**src/design/adcc_cfg.svh**
```systemverilog
`ifndef ADCC_CFG_SVH
`define ADCC_CFG_SVH
// ------------------------------------------------------------
// register offsets
// ------------------------------------------------------------
`define ADCC_OFS_CTRL0   4'h0
`define ADCC_OFS_CTRL1   4'h1
`define ADCC_OFS_CTRL2   4'h2
`define ADCC_OFS_RESH    4'h3
`define ADCC_OFS_RESL    4'h4
`define ADCC_OFS_FLAG    4'h5
`define ADCC_OFS_IRQEN   4'h6
`define ADCC_RESET_BYTE  8'h00
// ------------------------------------------------------------
// timing and codes
// ------------------------------------------------------------
`define ADCC_CONV_PERIODS 4'hf
`define ADCC_NEG_SINGLE   4'hf
`define ADCC_RC_SEL_LOW   2'h3
`define ADCC_TRIG_CCP_A   4'h1
`define ADCC_TRIG_CCP_B   4'h2
`define ADCC_TRIG_SMA_LO  4'h4
`define ADCC_TRIG_SMB_HI  4'h9
`define ADCC_SYNC_ONE     3'h7
`endif

```
**src/design/adcc_pkg.sv**
```systemverilog
package adcc_pkg;
   typedef enum logic [1:0] {adcc_idle, adcc_delay, adcc_conv} adcc_state_t;
   typedef struct packed {
      logic [4:0] pos_channel_sel;
      logic       go;
      logic       converter_enable;
      logic       result_format_sel;
      logic [2:0] conv_clock_sel;
      logic       neg_reference_sel;
      logic [1:0] pos_reference_sel;
      logic [3:0] trigger_source_sel;
      logic [3:0] neg_channel_sel;
      logic [7:0] result_high;
      logic [7:0] result_low;
      logic       conv_done_flag;
      logic       conv_done_irq_enable;
      logic [7:0] rd_data;
      adcc_state_t state;
      logic [6:0] div_cnt;
      logic       tick;
      logic [3:0] period_cnt;
      logic [11:0] mag;
      logic       sign;
      logic [2:0] rc_sync;
      logic       rc_prev;
      logic [2:0] bit_sync;
      logic [7:0] trig_prev;
      logic       timer_clear;
      logic       wake;
      logic       core_on;
      logic       sample;
   } adcc_state_reg_t;
endpackage : adcc_pkg

```
**src/design/adcc_top.sv**
```systemverilog
`timescale 1ns/1ps
`include "adcc_cfg.svh"
module adcc_top
   import adcc_pkg::*;
(
   input  wire logic       sys_clk,
   input  wire logic       rst_b,
   input  wire logic [3:0] reg_addr,
   input  wire logic [7:0] reg_wdata,
   input  wire logic       reg_wr,
   input  wire logic       reg_rd,
   output logic      [7:0] reg_rdata,
   input  wire logic       sleep_active,
   input  wire logic       rc_clk,
   input  wire logic       core_bit,
   input  wire logic [7:0] trig_events,
   output logic      [4:0] pos_channel_sel,
   output logic      [3:0] neg_channel_sel,
   output logic      [1:0] pos_reference_sel,
   output logic            neg_reference_sel,
   output logic            core_on,
   output logic            core_sample,
   output logic            conv_done_flag,
   output logic            wake_request,
   output logic            timer_clear
);
   adcc_state_reg_t r;
   adcc_state_reg_t next_r;
   logic            rc_sel;
   logic            trig_now;
   logic            trig_was;
   logic            rc_rise;
   logic            bit_val;
   logic [6:0]      div_top;
   logic [11:0]     twos;
   logic            finish;
   logic            abort;

   // ------------------------------------------------------------
   // selection helpers
   // ------------------------------------------------------------
   // rc oscillator chosen for codes x11
   assign rc_sel = (r.conv_clock_sel[1:0] == `ADCC_RC_SEL_LOW);
   // trigger source mux, unused codes disable
   always_comb begin
      trig_now = 1'b0;
      trig_was = 1'b0;
      if (r.trigger_source_sel == `ADCC_TRIG_CCP_A) begin
         trig_now = trig_events[0];
         trig_was = r.trig_prev[0];
      end else if (r.trigger_source_sel == `ADCC_TRIG_CCP_B) begin
         trig_now = trig_events[1];
         trig_was = r.trig_prev[1];
      end else if (r.trigger_source_sel >= `ADCC_TRIG_SMA_LO &&
                   r.trigger_source_sel <= `ADCC_TRIG_SMB_HI) begin
         trig_now = trig_events[r.trigger_source_sel[2:0] - 3'h2];
         trig_was = r.trig_prev[r.trigger_source_sel[2:0] - 3'h2];
      end
   end
   // divider terminal count from clock select
   always_comb begin
      case (r.conv_clock_sel)
         3'h0:    div_top = 7'h01;
         3'h4:    div_top = 7'h03;
         3'h1:    div_top = 7'h07;
         3'h5:    div_top = 7'h0f;
         3'h2:    div_top = 7'h1f;
         3'h6:    div_top = 7'h3f;
         default: div_top = 7'h01;
      endcase
   end
   // rc edge after three-stage synchroniser, second and third agree
   assign rc_rise = r.rc_sync[2] & r.rc_sync[1] & ~r.rc_prev;
   assign bit_val = r.bit_sync[2];
   // two's complement view of the sign-magnitude result
   assign twos = r.sign ? (12'h000 - r.mag) : r.mag;

   // ------------------------------------------------------------
   // next state
   // ------------------------------------------------------------
   always_comb begin
      next_r             = r;
      next_r.rc_sync     = {r.rc_sync[1:0], rc_clk};
      next_r.bit_sync    = {r.bit_sync[1:0], core_bit};
      if (r.rc_sync[2] == r.rc_sync[1]) begin
         next_r.rc_prev = r.rc_sync[2];
      end
      next_r.trig_prev   = trig_events;
      next_r.timer_clear = 1'b0;
      next_r.wake        = 1'b0;
      next_r.tick        = 1'b0;
      next_r.sample      = 1'b0;
      next_r.rd_data     = `ADCC_RESET_BYTE;
      finish             = 1'b0;
      abort              = 1'b0;
      // bit period tick from system divider or rc edges
      if (rc_sel) begin
         next_r.tick = rc_rise;
      end else if (r.div_cnt >= div_top) begin
         next_r.div_cnt = 7'h00;
         next_r.tick    = 1'b1;
      end else begin
         next_r.div_cnt = r.div_cnt + 7'h01;
      end
      // register reads, data valid next cycle
      if (reg_rd) begin
         if (reg_addr == `ADCC_OFS_CTRL0) begin
            next_r.rd_data = {1'b0, r.pos_channel_sel, r.go, r.converter_enable};
         end else if (reg_addr == `ADCC_OFS_CTRL1) begin
            next_r.rd_data = {r.result_format_sel, r.conv_clock_sel, 1'b0,
                              r.neg_reference_sel, r.pos_reference_sel};
         end else if (reg_addr == `ADCC_OFS_CTRL2) begin
            next_r.rd_data = {r.trigger_source_sel, r.neg_channel_sel};
         end else if (reg_addr == `ADCC_OFS_RESH) begin
            next_r.rd_data = r.result_high;
         end else if (reg_addr == `ADCC_OFS_RESL) begin
            next_r.rd_data = r.result_low;
         end else if (reg_addr == `ADCC_OFS_FLAG) begin
            next_r.rd_data = {7'h00, r.conv_done_flag};
         end else if (reg_addr == `ADCC_OFS_IRQEN) begin
            next_r.rd_data = {7'h00, r.conv_done_irq_enable};
         end
      end
      // register writes
      if (reg_wr) begin
         if (reg_addr == `ADCC_OFS_CTRL0) begin
            next_r.pos_channel_sel  = reg_wdata[6:2];
            next_r.go               = reg_wdata[1];
            next_r.converter_enable = reg_wdata[0];
         end else if (reg_addr == `ADCC_OFS_CTRL1) begin
            next_r.result_format_sel = reg_wdata[7];
            next_r.conv_clock_sel    = reg_wdata[6:4];
            next_r.neg_reference_sel = reg_wdata[2];
            next_r.pos_reference_sel = reg_wdata[1:0];
         end else if (reg_addr == `ADCC_OFS_CTRL2) begin
            next_r.trigger_source_sel = reg_wdata[7:4];
            next_r.neg_channel_sel    = reg_wdata[3:0];
         end else if (reg_addr == `ADCC_OFS_RESH) begin
            next_r.result_high = reg_wdata;
         end else if (reg_addr == `ADCC_OFS_RESL) begin
            next_r.result_low = reg_wdata;
         end else if (reg_addr == `ADCC_OFS_FLAG) begin
            next_r.conv_done_flag = reg_wdata[0];
         end else if (reg_addr == `ADCC_OFS_IRQEN) begin
            next_r.conv_done_irq_enable = reg_wdata[0];
         end
      end
      // hardware trigger sets start when idle only
      if (trig_now && !trig_was && r.state == adcc_idle && r.converter_enable) begin
         next_r.go          = 1'b1;
         next_r.timer_clear = 1'b1;
      end
      // conversion sequencer
      case (r.state)
         adcc_idle: begin
            // an idle core stays off through sleep, even after a finish in sleep
            next_r.core_on = r.converter_enable & ~sleep_active;
            if (next_r.go && !r.go && r.converter_enable) begin
               next_r.result_high = 8'h00;
               next_r.result_low  = 8'h00;
               next_r.mag         = 12'h000;
               next_r.sign        = 1'b0;
               next_r.period_cnt  = 4'h0;
               next_r.core_on     = 1'b1;
               next_r.state       = rc_sel ? adcc_delay : adcc_conv;
            end
         end
         adcc_delay: begin
            next_r.state = adcc_conv;
         end
         adcc_conv: begin
            // trigger edges are ignored while converting
            if (!r.go || !r.converter_enable || (sleep_active && !rc_sel)) begin
               abort = 1'b1;
            end else if (r.tick) begin
               next_r.sample     = 1'b1;
               next_r.period_cnt = r.period_cnt + 4'h1;
               // first decided bit is the sign, then magnitude msb first, entering at the bottom
               if (r.period_cnt == 4'h0) begin
                  next_r.sign = bit_val;
               end else if (r.period_cnt <= 4'hc) begin
                  next_r.mag = {r.mag[10:0], bit_val};
               end
               if (r.period_cnt == `ADCC_CONV_PERIODS - 4'h1) begin
                  finish = 1'b1;
               end
            end
         end
         default: next_r.state = adcc_idle;
      endcase
      if (r.state == adcc_conv && (abort || finish)) begin
         next_r.state = adcc_idle;
      end
      if (abort) begin
         next_r.go = 1'b0;
         if (sleep_active) begin
            next_r.core_on = 1'b0;
         end
      end
      if (finish) begin
         next_r.go             = 1'b0;
         next_r.conv_done_flag = 1'b1;
         if (sleep_active && r.conv_done_irq_enable) begin
            next_r.wake = 1'b1;
         end
         if (sleep_active && !r.conv_done_irq_enable) begin
            next_r.core_on = 1'b0;
         end
      end
      // result registers follow the shift during conversion
      if (r.state == adcc_conv) begin
         if (r.result_format_sel) begin
            next_r.result_high = {{4{r.sign}}, twos[11:8]};
            next_r.result_low  = twos[7:0];
         end else begin
            next_r.result_high = r.mag[11:4];
            next_r.result_low  = {r.mag[3:0], 3'h0, r.sign};
         end
      end
   end

   // ------------------------------------------------------------
   // state register
   // ------------------------------------------------------------
   always_ff @(posedge sys_clk or negedge rst_b) begin
      if (!rst_b) begin
         r <= '0;
      end else begin
         r <= next_r;
      end
   end

   // outputs straight from flip-flops
   assign reg_rdata         = r.rd_data;
   assign pos_channel_sel   = r.pos_channel_sel;
   assign neg_channel_sel   = r.neg_channel_sel;
   assign pos_reference_sel = r.pos_reference_sel;
   assign neg_reference_sel = r.neg_reference_sel;
   assign core_on           = r.core_on;
   assign core_sample       = r.sample;
   assign conv_done_flag    = r.conv_done_flag;
   assign wake_request      = r.wake;
   assign timer_clear       = r.timer_clear;
endmodule : adcc_top

```
**config.mk**
```make
export PLATFORM = sky130hd
export DESIGN_NAME = adcc_top
export DESIGN_NICKNAME = d
export VERILOG_FILES = /design/src/design/adcc_pkg.sv /design/src/design/adcc_top.sv
export VERILOG_INCLUDE_DIRS = /design/src /design/src/design
export SDC_FILE = /design/constraint.sdc
export NUM_CORES = 1
export LEC_CHECK = 0
export ABC_AREA = 1
export BUFFER_PORTS_ARGS = -buffer_cell sky130_fd_sc_hd__buf_4
export CORE_ASPECT_RATIO = 1.25
export CORE_MARGIN = 10
export CORE_UTILIZATION = 55
export CTS_BUF_LIST = sky130_fd_sc_hd__clkbuf_8
export DETAILED_ROUTE_END_ITERATION = 7
export HOLD_SLACK_MARGIN = 0.03
export PLACE_DENSITY_LB_ADDON = 0.15
export SYNTH_ARGS = -nofsm -noshare
export SYNTH_HDL_FRONTEND = slang
export SYNTH_SLANG_ARGS = --single-unit
```
**constraint.sdc**
```tcl
create_clock -name sys_clk -period 3.71 [get_ports sys_clk]
set_clock_uncertainty 0.2 [all_clocks]
set_input_delay 0.371 -clock sys_clk [delete_from_list [all_inputs] [get_ports sys_clk]]
set_output_delay 0.371 -clock sys_clk [all_outputs]
set_load 0.005 [all_outputs]
```
==> results of run 1 <==
registers in the layout, indices dropped and copies added, names as in the netlist, 2 cells and up:
signal and flops:
neg_channel_sel 4, reg_rdata 8, r 64, pos_reference_sel 2, pos_channel_sel 5, next_r 4
layer usage:
| metal | global-route usage [%] | vias up | wire [µm] |
|---|---|---|---|
| met5 | 0 | - | 0 |
| met4 | 6.80 | 0 | 237 |
| met3 | 3.29 | 22 | 495 |
| met2 | 30.3 | 86 | 5650 |
| met1 | 20.3 | 1911 | 4840 |
| li1 | - | 2071 | - |
cells in the mapped netlist, types with 3 or more instances:
| cell type | instances | area, µm² |
|---|---|---|
| o22ai_1 | 19 | 119 |
| nor3_1 | 6 | 30.0 |
| nand2_2 | 6 | 37.5 |
| nor2_1 | 51 | 191 |
| a31oi_1 | 3 | 18.8 |
| ha_1 | 11 | 138 |
| dfrtp_1 | 94 | 2350 |
| nand4_1 | 3 | 18.8 |
| xor2_1 | 6 | 52.6 |
| o21ai_0 | 62 | 310 |
| nand3_1 | 35 | 175 |
| clkbuf_1 | 8 | 30.0 |
| a21oi_1 | 27 | 135 |
| buf_4 | 21 | 158 |
| o21ai_1 | 12 | 60.1 |
| inv_2 | 5 | 18.8 |
| nand2_4 | 3 | 33.8 |
| nand2_1 | 132 | 495 |
| inv_1 | 80 | 300 |
worst max-delay path: stages, from the launching register on:
cell     delay [ns]
dfrtp_1        0.36
inv_1          0.06
nand2_1        0.59
inv_1          0.23
nand2_1        0.41
nand2_2        0.25
nand2_1        0.13
nand2_1        0.06
metrics by stage:
step / instances / util (%) / setup slack, ns / hold slack [ns]
6_report: 783 / 64.0 / 1.31 / 0.0641
5_1_grt: 783 / 64.0 / 0.986 / 0.0628
4_1_cts: 783 / 64.0 / 1.31 / 0.0548
3_5_place_dp: 757 / 60.5 / 1.31 / 0.140
3_3_place_gp: 757 / 60.5 / 1.35 / 0.136
2_1_floorplan: 619 / - / 1.53 / -0.125
power groups by stage:
stage / clock, mW / combinational, mW / sequential (mW)
3_5_place_dp: 0 / 0.927 / 1.41
2_1_floorplan: 0 / 0.742 / 1.34
6_report: 0.662 / 0.938 / 1.39
5_1_grt: 0.723 / 1.09 / 1.42
3_3_place_gp: 0 / 0.901 / 1.40
4_1_cts: 0.673 / 0.944 / 1.39
repair_timing:
action | CTS | global route
hold buffers | 11 | 0
hold endpoints to repair | 88 | 0
setup endpoints to repair | 0 | 0
cells in the final DEF (no fill, tap or decap), drive strengths merged, types with 2 or more instances in the layout:
master	count
clkinvlp	2
a31oi	3
nor2	56
nand4	3
mux2i	2
clkbuf	10
inv	87
buf	52
ha	11
nor4	2
nor3	8
nand3	37
nand2	141
clkinv	2
dlygate4sd3	11
xor2	6
dfrtp	94
o22ai	19
o21ai	75
a21oi	27
how the worst max path moves through the flow:
| stage | slack [ns] | from | to | cells past startpoint |
|---|---|---|---|---|
| 3_5_place_dp | 1.31 | reg_addr[1] | r[26] | 13 |
| 5_1_grt | 0.99 | r[83] | r[36] | 12 |
| 6_report | 1.31 | r[44] | r[26] | 7 |
| 2_1_floorplan | 1.53 | r[83] | r[36] | 12 |
| 3_3_place_gp | 1.35 | reg_addr[2] | r[22] | 13 |
| 4_1_cts | 1.31 | r[45] | r[26] | 6 |
cell families after synthesis:
family                     Yosys count  synth area share [%]
AOI/OAI and AO/OA                  134                  14.7
xor gates and xnor gates             7                  1.23
adders and majority gates           11                  2.76
buffers and inverters              121                  11.1
DFF                                 94                  47.2
muxes                                2                 0.402
and+or+nand+nor                    250                  22.6
layout make-up:
cell class / count / area (µm²)
flip-flops and latches: 94 / 2350
repair buffers: 63 / 500
multi-input cells: 404 / 2080
fillers: 765 / 3150
inverters: 87 / 327
clock inverters: 5 / 52.6
clock buffers: 10 / 138
well taps: 120 / 150
==> flow_metrics.env, run 1 <==
export IMPL_drt_pass1_iterations=5
export IMPL_p_per_area_nw_per_um2=534
export IMPL_io_buffers=51
export IMPL_cts_tree="done"
export IMPL_grt_antenna_before_repair=0
export IMPL_synth_async_reset_ratio_pct=100
export IMPL_cts_root_buf="clkbuf_8"
export IMPL_wl_per_cell_um=14.3
export IMPL_clock_latency_ns=0.37
export IMPL_drc=0
export IMPL_power_mw=2.99
export IMPL_min_period_ns=2.40
export IMPL_antennaDiodeCount=0
export IMPL_reg2reg_from="r[44]"
export IMPL_intPower_mw=1.90
export IMPL_antenna_left=0
export IMPL_max_vdd_ir_drop_mv=0.315
export IMPL_grt_pass1_wl_um=19100
export IMPL_synth_area_per_cell_um2=8.04
export IMPL_synth_warnings=0
export IMPL_worst_r2r_endpoint="r[26]"
export IMPL_ctsResizeCount=0
export IMPL_syn_inst=619
export IMPL_crit_arrival_ns=2.47
export IMPL_start_util_pct=56.9
export IMPL_tns_ns=0
export IMPL_htreeDepth=3
export IMPL_layout_worst_path_cycle_share_pct=64.8
export IMPL_numCtsBuffers=9
export IMPL_hold_path_cell_count=3
export IMPL_synthToLayoutAreaGrowth_pct=12.4
export IMPL_yosysSeqAreaShare_pct=47.2
export IMPL_path_max_fanout=22
export IMPL_status="completed"
export IMPL_synth_edf_count=0
export IMPL_power_frac_clock_pct=22.2
export IMPL_critPathLaunchType="flip-flop"
export IMPL_grt_pass1_vias=4099
export IMPL_wl_um=11200
export IMPL_clk_pin_slew_ns=0.09
export IMPL_end_kind="flip-flop"
export IMPL_dpl_instance_area_um2=5300
export IMPL_path_class="flip-flop to flip-flop"
export IMPL_via_per_inst=5.22
export IMPL_final_nets=697
export IMPL_cap_viol_max_count=0
export IMPL_setup_viol_count_final=0
export IMPL_die_w_um=105
export IMPL_cts_setup_buffers=0
export IMPL_fp_coreArea_um2=8750
export IMPL_grt_max_degree=80
export IMPL_routabilityCongestion=0.939
export IMPL_rsz0062_at_grt="false"
export IMPL_dieArea_um2=13300
export IMPL_rr_worst_depth=7
export IMPL_p_switching_mw=1.09
export IMPL_worst_pin_slew_ns=0.971
export IMPL_worstHoldStart="sleep_active"
export IMPL_io_pins=52
export IMPL_stdcell_area_um2=5600
export IMPL_overflow=0
export IMPL_ys_seq_elements=94
export IMPL_dr_first_iter_drc_count=279
export IMPL_syn_nets=657
export IMPL_required_ns=3.78
export IMPL_max_freq_mhz=416
export IMPL_synth_area_um2=4980
export IMPL_hold_class="primary input to flip-flop"
export IMPL_slew_viol_final=0
export IMPL_combPwrFrac_pct=31.4
export IMPL_dp_hpwl_um=8420
export IMPL_final_layout_size_suffix_gt1_share_pct=13.7
export IMPL_hold_violations=0
export IMPL_p_sw_share_pct=36.5
export IMPL_grt_usage_pct=17.2
export IMPL_cts_num_sinks=94
export IMPL_rrSetupSlack_ns=1.31
export IMPL_die_y_um=126
export IMPL_synth_ff_type="dfrtp_1"
export IMPL_clockBufferDepth=2
export IMPL_power_frac_seq_pct=46.4
export IMPL_hold_end="wake_request"
export IMPL_slew_headroom_pct=35.3
export IMPL_rows=38
export IMPL_synth_cell_types=47
export IMPL_p_leak_nw=2.80
export IMPL_vias=4090
Note: power is estimated with default switching activity, not from simulation.
==> run 2: changes to the inputs <==
clock period = 2.4 ns   (was 3.71 ns; I/O delays follow)
==> run 2 against run 1 <==
Design area increased by 2.4%. Total power up 56%. Sequential power is 55% higher. Critical path depth rose by 5. Register-to-register slack worse by 1.1 ns. Wire length is 4.6% higher. Via count increased by 3.7%. Combinational power rose by 65%. Sequential share of layout area decreased by 0.98 points. Critical endpoint is now r[36]. Largest power group unchanged.
==> flow_metrics.env, run 2 (synthesized netlist as in run 1, its figures left out) <==
export IMPL_io_buffers=51
export IMPL_drt_pass1_iterations=5
export IMPL_grt_usage_pct=17.9
export IMPL_p_leak_nw=2.88
export IMPL_rr_worst_depth=12
export IMPL_status="completed"
export IMPL_layout_worst_path_cycle_share_pct=92.2
export IMPL_slew_headroom_pct=61.6
export IMPL_io_pins=52
export IMPL_max_stage_delay_ns=0.44
export IMPL_clk_pin_slew_ns=0.09
export IMPL_crit_arrival_ns=2.27
export IMPL_rows=38
export IMPL_routabilityCongestion=0.947
export IMPL_overflow=0
export IMPL_largest_register="r"
export IMPL_p_switching_mw=1.71
export IMPL_crit_family="compound AO/OA/AOI/OAI gates"
export IMPL_power_frac_seq_pct=46.2
export IMPL_slew_viol_final=0
export IMPL_dp_cells=765
export IMPL_cpMostUsedCell="nor2_1"
export IMPL_fp_coreArea_um2=8750
export IMPL_cts_num_sinks=94
export IMPL_worst_pin_slew_ns=0.577
export IMPL_grt_pass1_vias=4243
export IMPL_die_y_um=126
export IMPL_wl_per_cell_um=14.7
export IMPL_path_max_fanout=6
export IMPL_drc=0
export IMPL_regArea_um2=2350
export IMPL_cts_tree="done"
export IMPL_final_cell_mix="132 x nand2_1, 94 x dfrtp_1, 81 x inv_1, 61 x o21ai_0, 60 x buf_4"
export IMPL_dr_first_iter_drc_count=326
export IMPL_hold_path_cell_count=3
export IMPL_intPower_mw=2.94
export IMPL_multiInputGateArea_um2=2090
export IMPL_n_fill_cell=768
export IMPL_synthToLayoutAreaGrowth_pct=15.1
export IMPL_cp_depth=12
export IMPL_antenna_left=0
export IMPL_wl_um=11700
export IMPL_end_kind="flip-flop"
export IMPL_largest_reg_flops=64
export IMPL_grt_max_degree=43
export IMPL_dieArea_um2=13300
export IMPL_p_per_area_nw_per_um2=812
export IMPL_grt_pass1_wl_um=19900
export IMPL_max_freq_mhz=452
export IMPL_max_vdd_ir_drop_mv=0.459
export IMPL_crit_path_cell_trace="inv_1 -> nor2_1 -> nor2_1 -> a21boi_1 -> ha_1 -> nand3_1 -> nand2_1 -> a21oi_1 -> nor2_1 -> o21ai_2 -> a21oi_2 -> a31o_2"
export IMPL_power_frac_clock_pct=20.5
export IMPL_cts_root_buf="clkbuf_8"
export IMPL_cap_viol_max_count=0
export IMPL_htreeDepth=3
export IMPL_fin_cells=797
export IMPL_antennaDiodeCount=0
export IMPL_vias=4243
export IMPL_final_layout_size_suffix_gt1_share_pct=15.2
export IMPL_via_per_inst=5.32
export IMPL_p_sw_share_pct=36.9
export IMPL_combPwrFrac_pct=33.3
export IMPL_clock_latency_ns=0.36
export IMPL_start_util_pct=56.9
export IMPL_final_common_cell="nand2_1"
export IMPL_die_w_um=105
export IMPL_setup_viol_count_final=0
export IMPL_rsz0062_at_grt="false"
export IMPL_grt_antenna_before_repair=0
export IMPL_required_ns=2.46
export IMPL_path_class="flip-flop to flip-flop"
export IMPL_final_nets=712
export IMPL_path_buf_inv=1
export IMPL_utilization_pct=65.5
export IMPL_hold_violations=0
export IMPL_critPathLaunchType="flip-flop"
export IMPL_hold_class="primary input to flip-flop"
export IMPL_cp_slowest_cell="dfrtp_1"
export IMPL_min_period_ns=2.21
export IMPL_clockBufferDepth=2
export IMPL_numCtsBuffers=9
export IMPL_dp_hpwl_um=8770
==> run 2: cell types whose count changed in the layout (fill, tap and decap cells not counted), moves of 2 or more <==
cell           previous run  this run
clkbuf_8                 10        12
buf_4                    52        60
dlygate4sd3_1            11        17
clkinvlp_4                2         0
==> run 2: path summary, 6_finish.rpt <==
kind,startpoint,endpoint,slack [ns]
max in group asynchronous,rst_b,reg_rdata[6],1.16
min,reg_wdata[2],pos_channel_sel[0],0.04
max,r[84],r[36],0.19
min in group asynchronous,rst_b,r[9],0.21
max reg2reg,r[84],r[36],0.19
min reg2reg,next_r[14],bit_val,0.16
==> run 2: per-stage QoR <==
step / area, µm² / power (mW) / hold slack (ns) / setup TNS, ns / setup WS (ns)
after floorplan: 4980 / 3.21 / -0.256 / 0 / 0.218
after global placement: 5370 / 3.59 / 0.0611 / 0 / 0.0762
after detailed placement: 5370 / 3.66 / 0.0665 / -0.0250 / -0.0250
after CTS: 5720 / 4.65 / 0.0308 / 0 / 0.0832
after global routing: 5730 / 4.99 / 0.0586 / 0 / 0.00769
final: 5730 / 4.65 / 0.0412 / 0 / 0.187
==> run 2: routing by layer <==
| metal | part of all wire, % | GRT usage, % | routed length (µm) |
|---|---|---|---|
| met1 | 43 | 21.1 | 5020 |
| met2 | 50 | 30.9 | 5840 |
| met3 | 3.7 | 2.58 | 435 |
| met4 | 3.8 | 9.30 | 446 |
| met5 | 0 | 0 | 0 |
==> run 2: final cells by class <==
class,instances,area share [%]
Clock buffer,12,2.88
Inverter,87,5.70
Timing Repair Buffer,78,11.2
Multi-Input combinational cell,404,36.4
Tap cell,120,2.62
Sequential cell,94,41.0
Clock inverter,2,0.153
==> run 2: worst register-to-register path, delay by kind of cell, from the launching register on <==
| kind | cells | cell delay, ns |
|---|---|---|
| compound gates | 5 | 0.77 |
| flops | 1 | 0.44 |
| simple gates | 5 | 0.39 |
| fa+ha+maj | 1 | 0.25 |
| buf+inv | 1 | 0.08 |
==> run 2: power by group through the flow <==
stage | clock network, mW | registers (mW) | logic [mW]
finish | 0.955 | 2.15 | 1.55
global route | 1.04 | 2.19 | 1.76
CTS | 0.980 | 2.15 | 1.53
detailed placement | 0 | 2.17 | 1.49
global placement | 0 | 2.16 | 1.43
floorplan | 0 | 2.06 | 1.15
==> run 2: what timing repair did <==
action                                  in CTS  in global routing
pin swaps                                    0                  1
resized for setup                            2                  3
endpoints found under the hold margin       68                  0
hold buffers                                17                  0
setup buffers                                0                  1
cloned                                       0                  0
endpoints found under the setup margin       1                  5
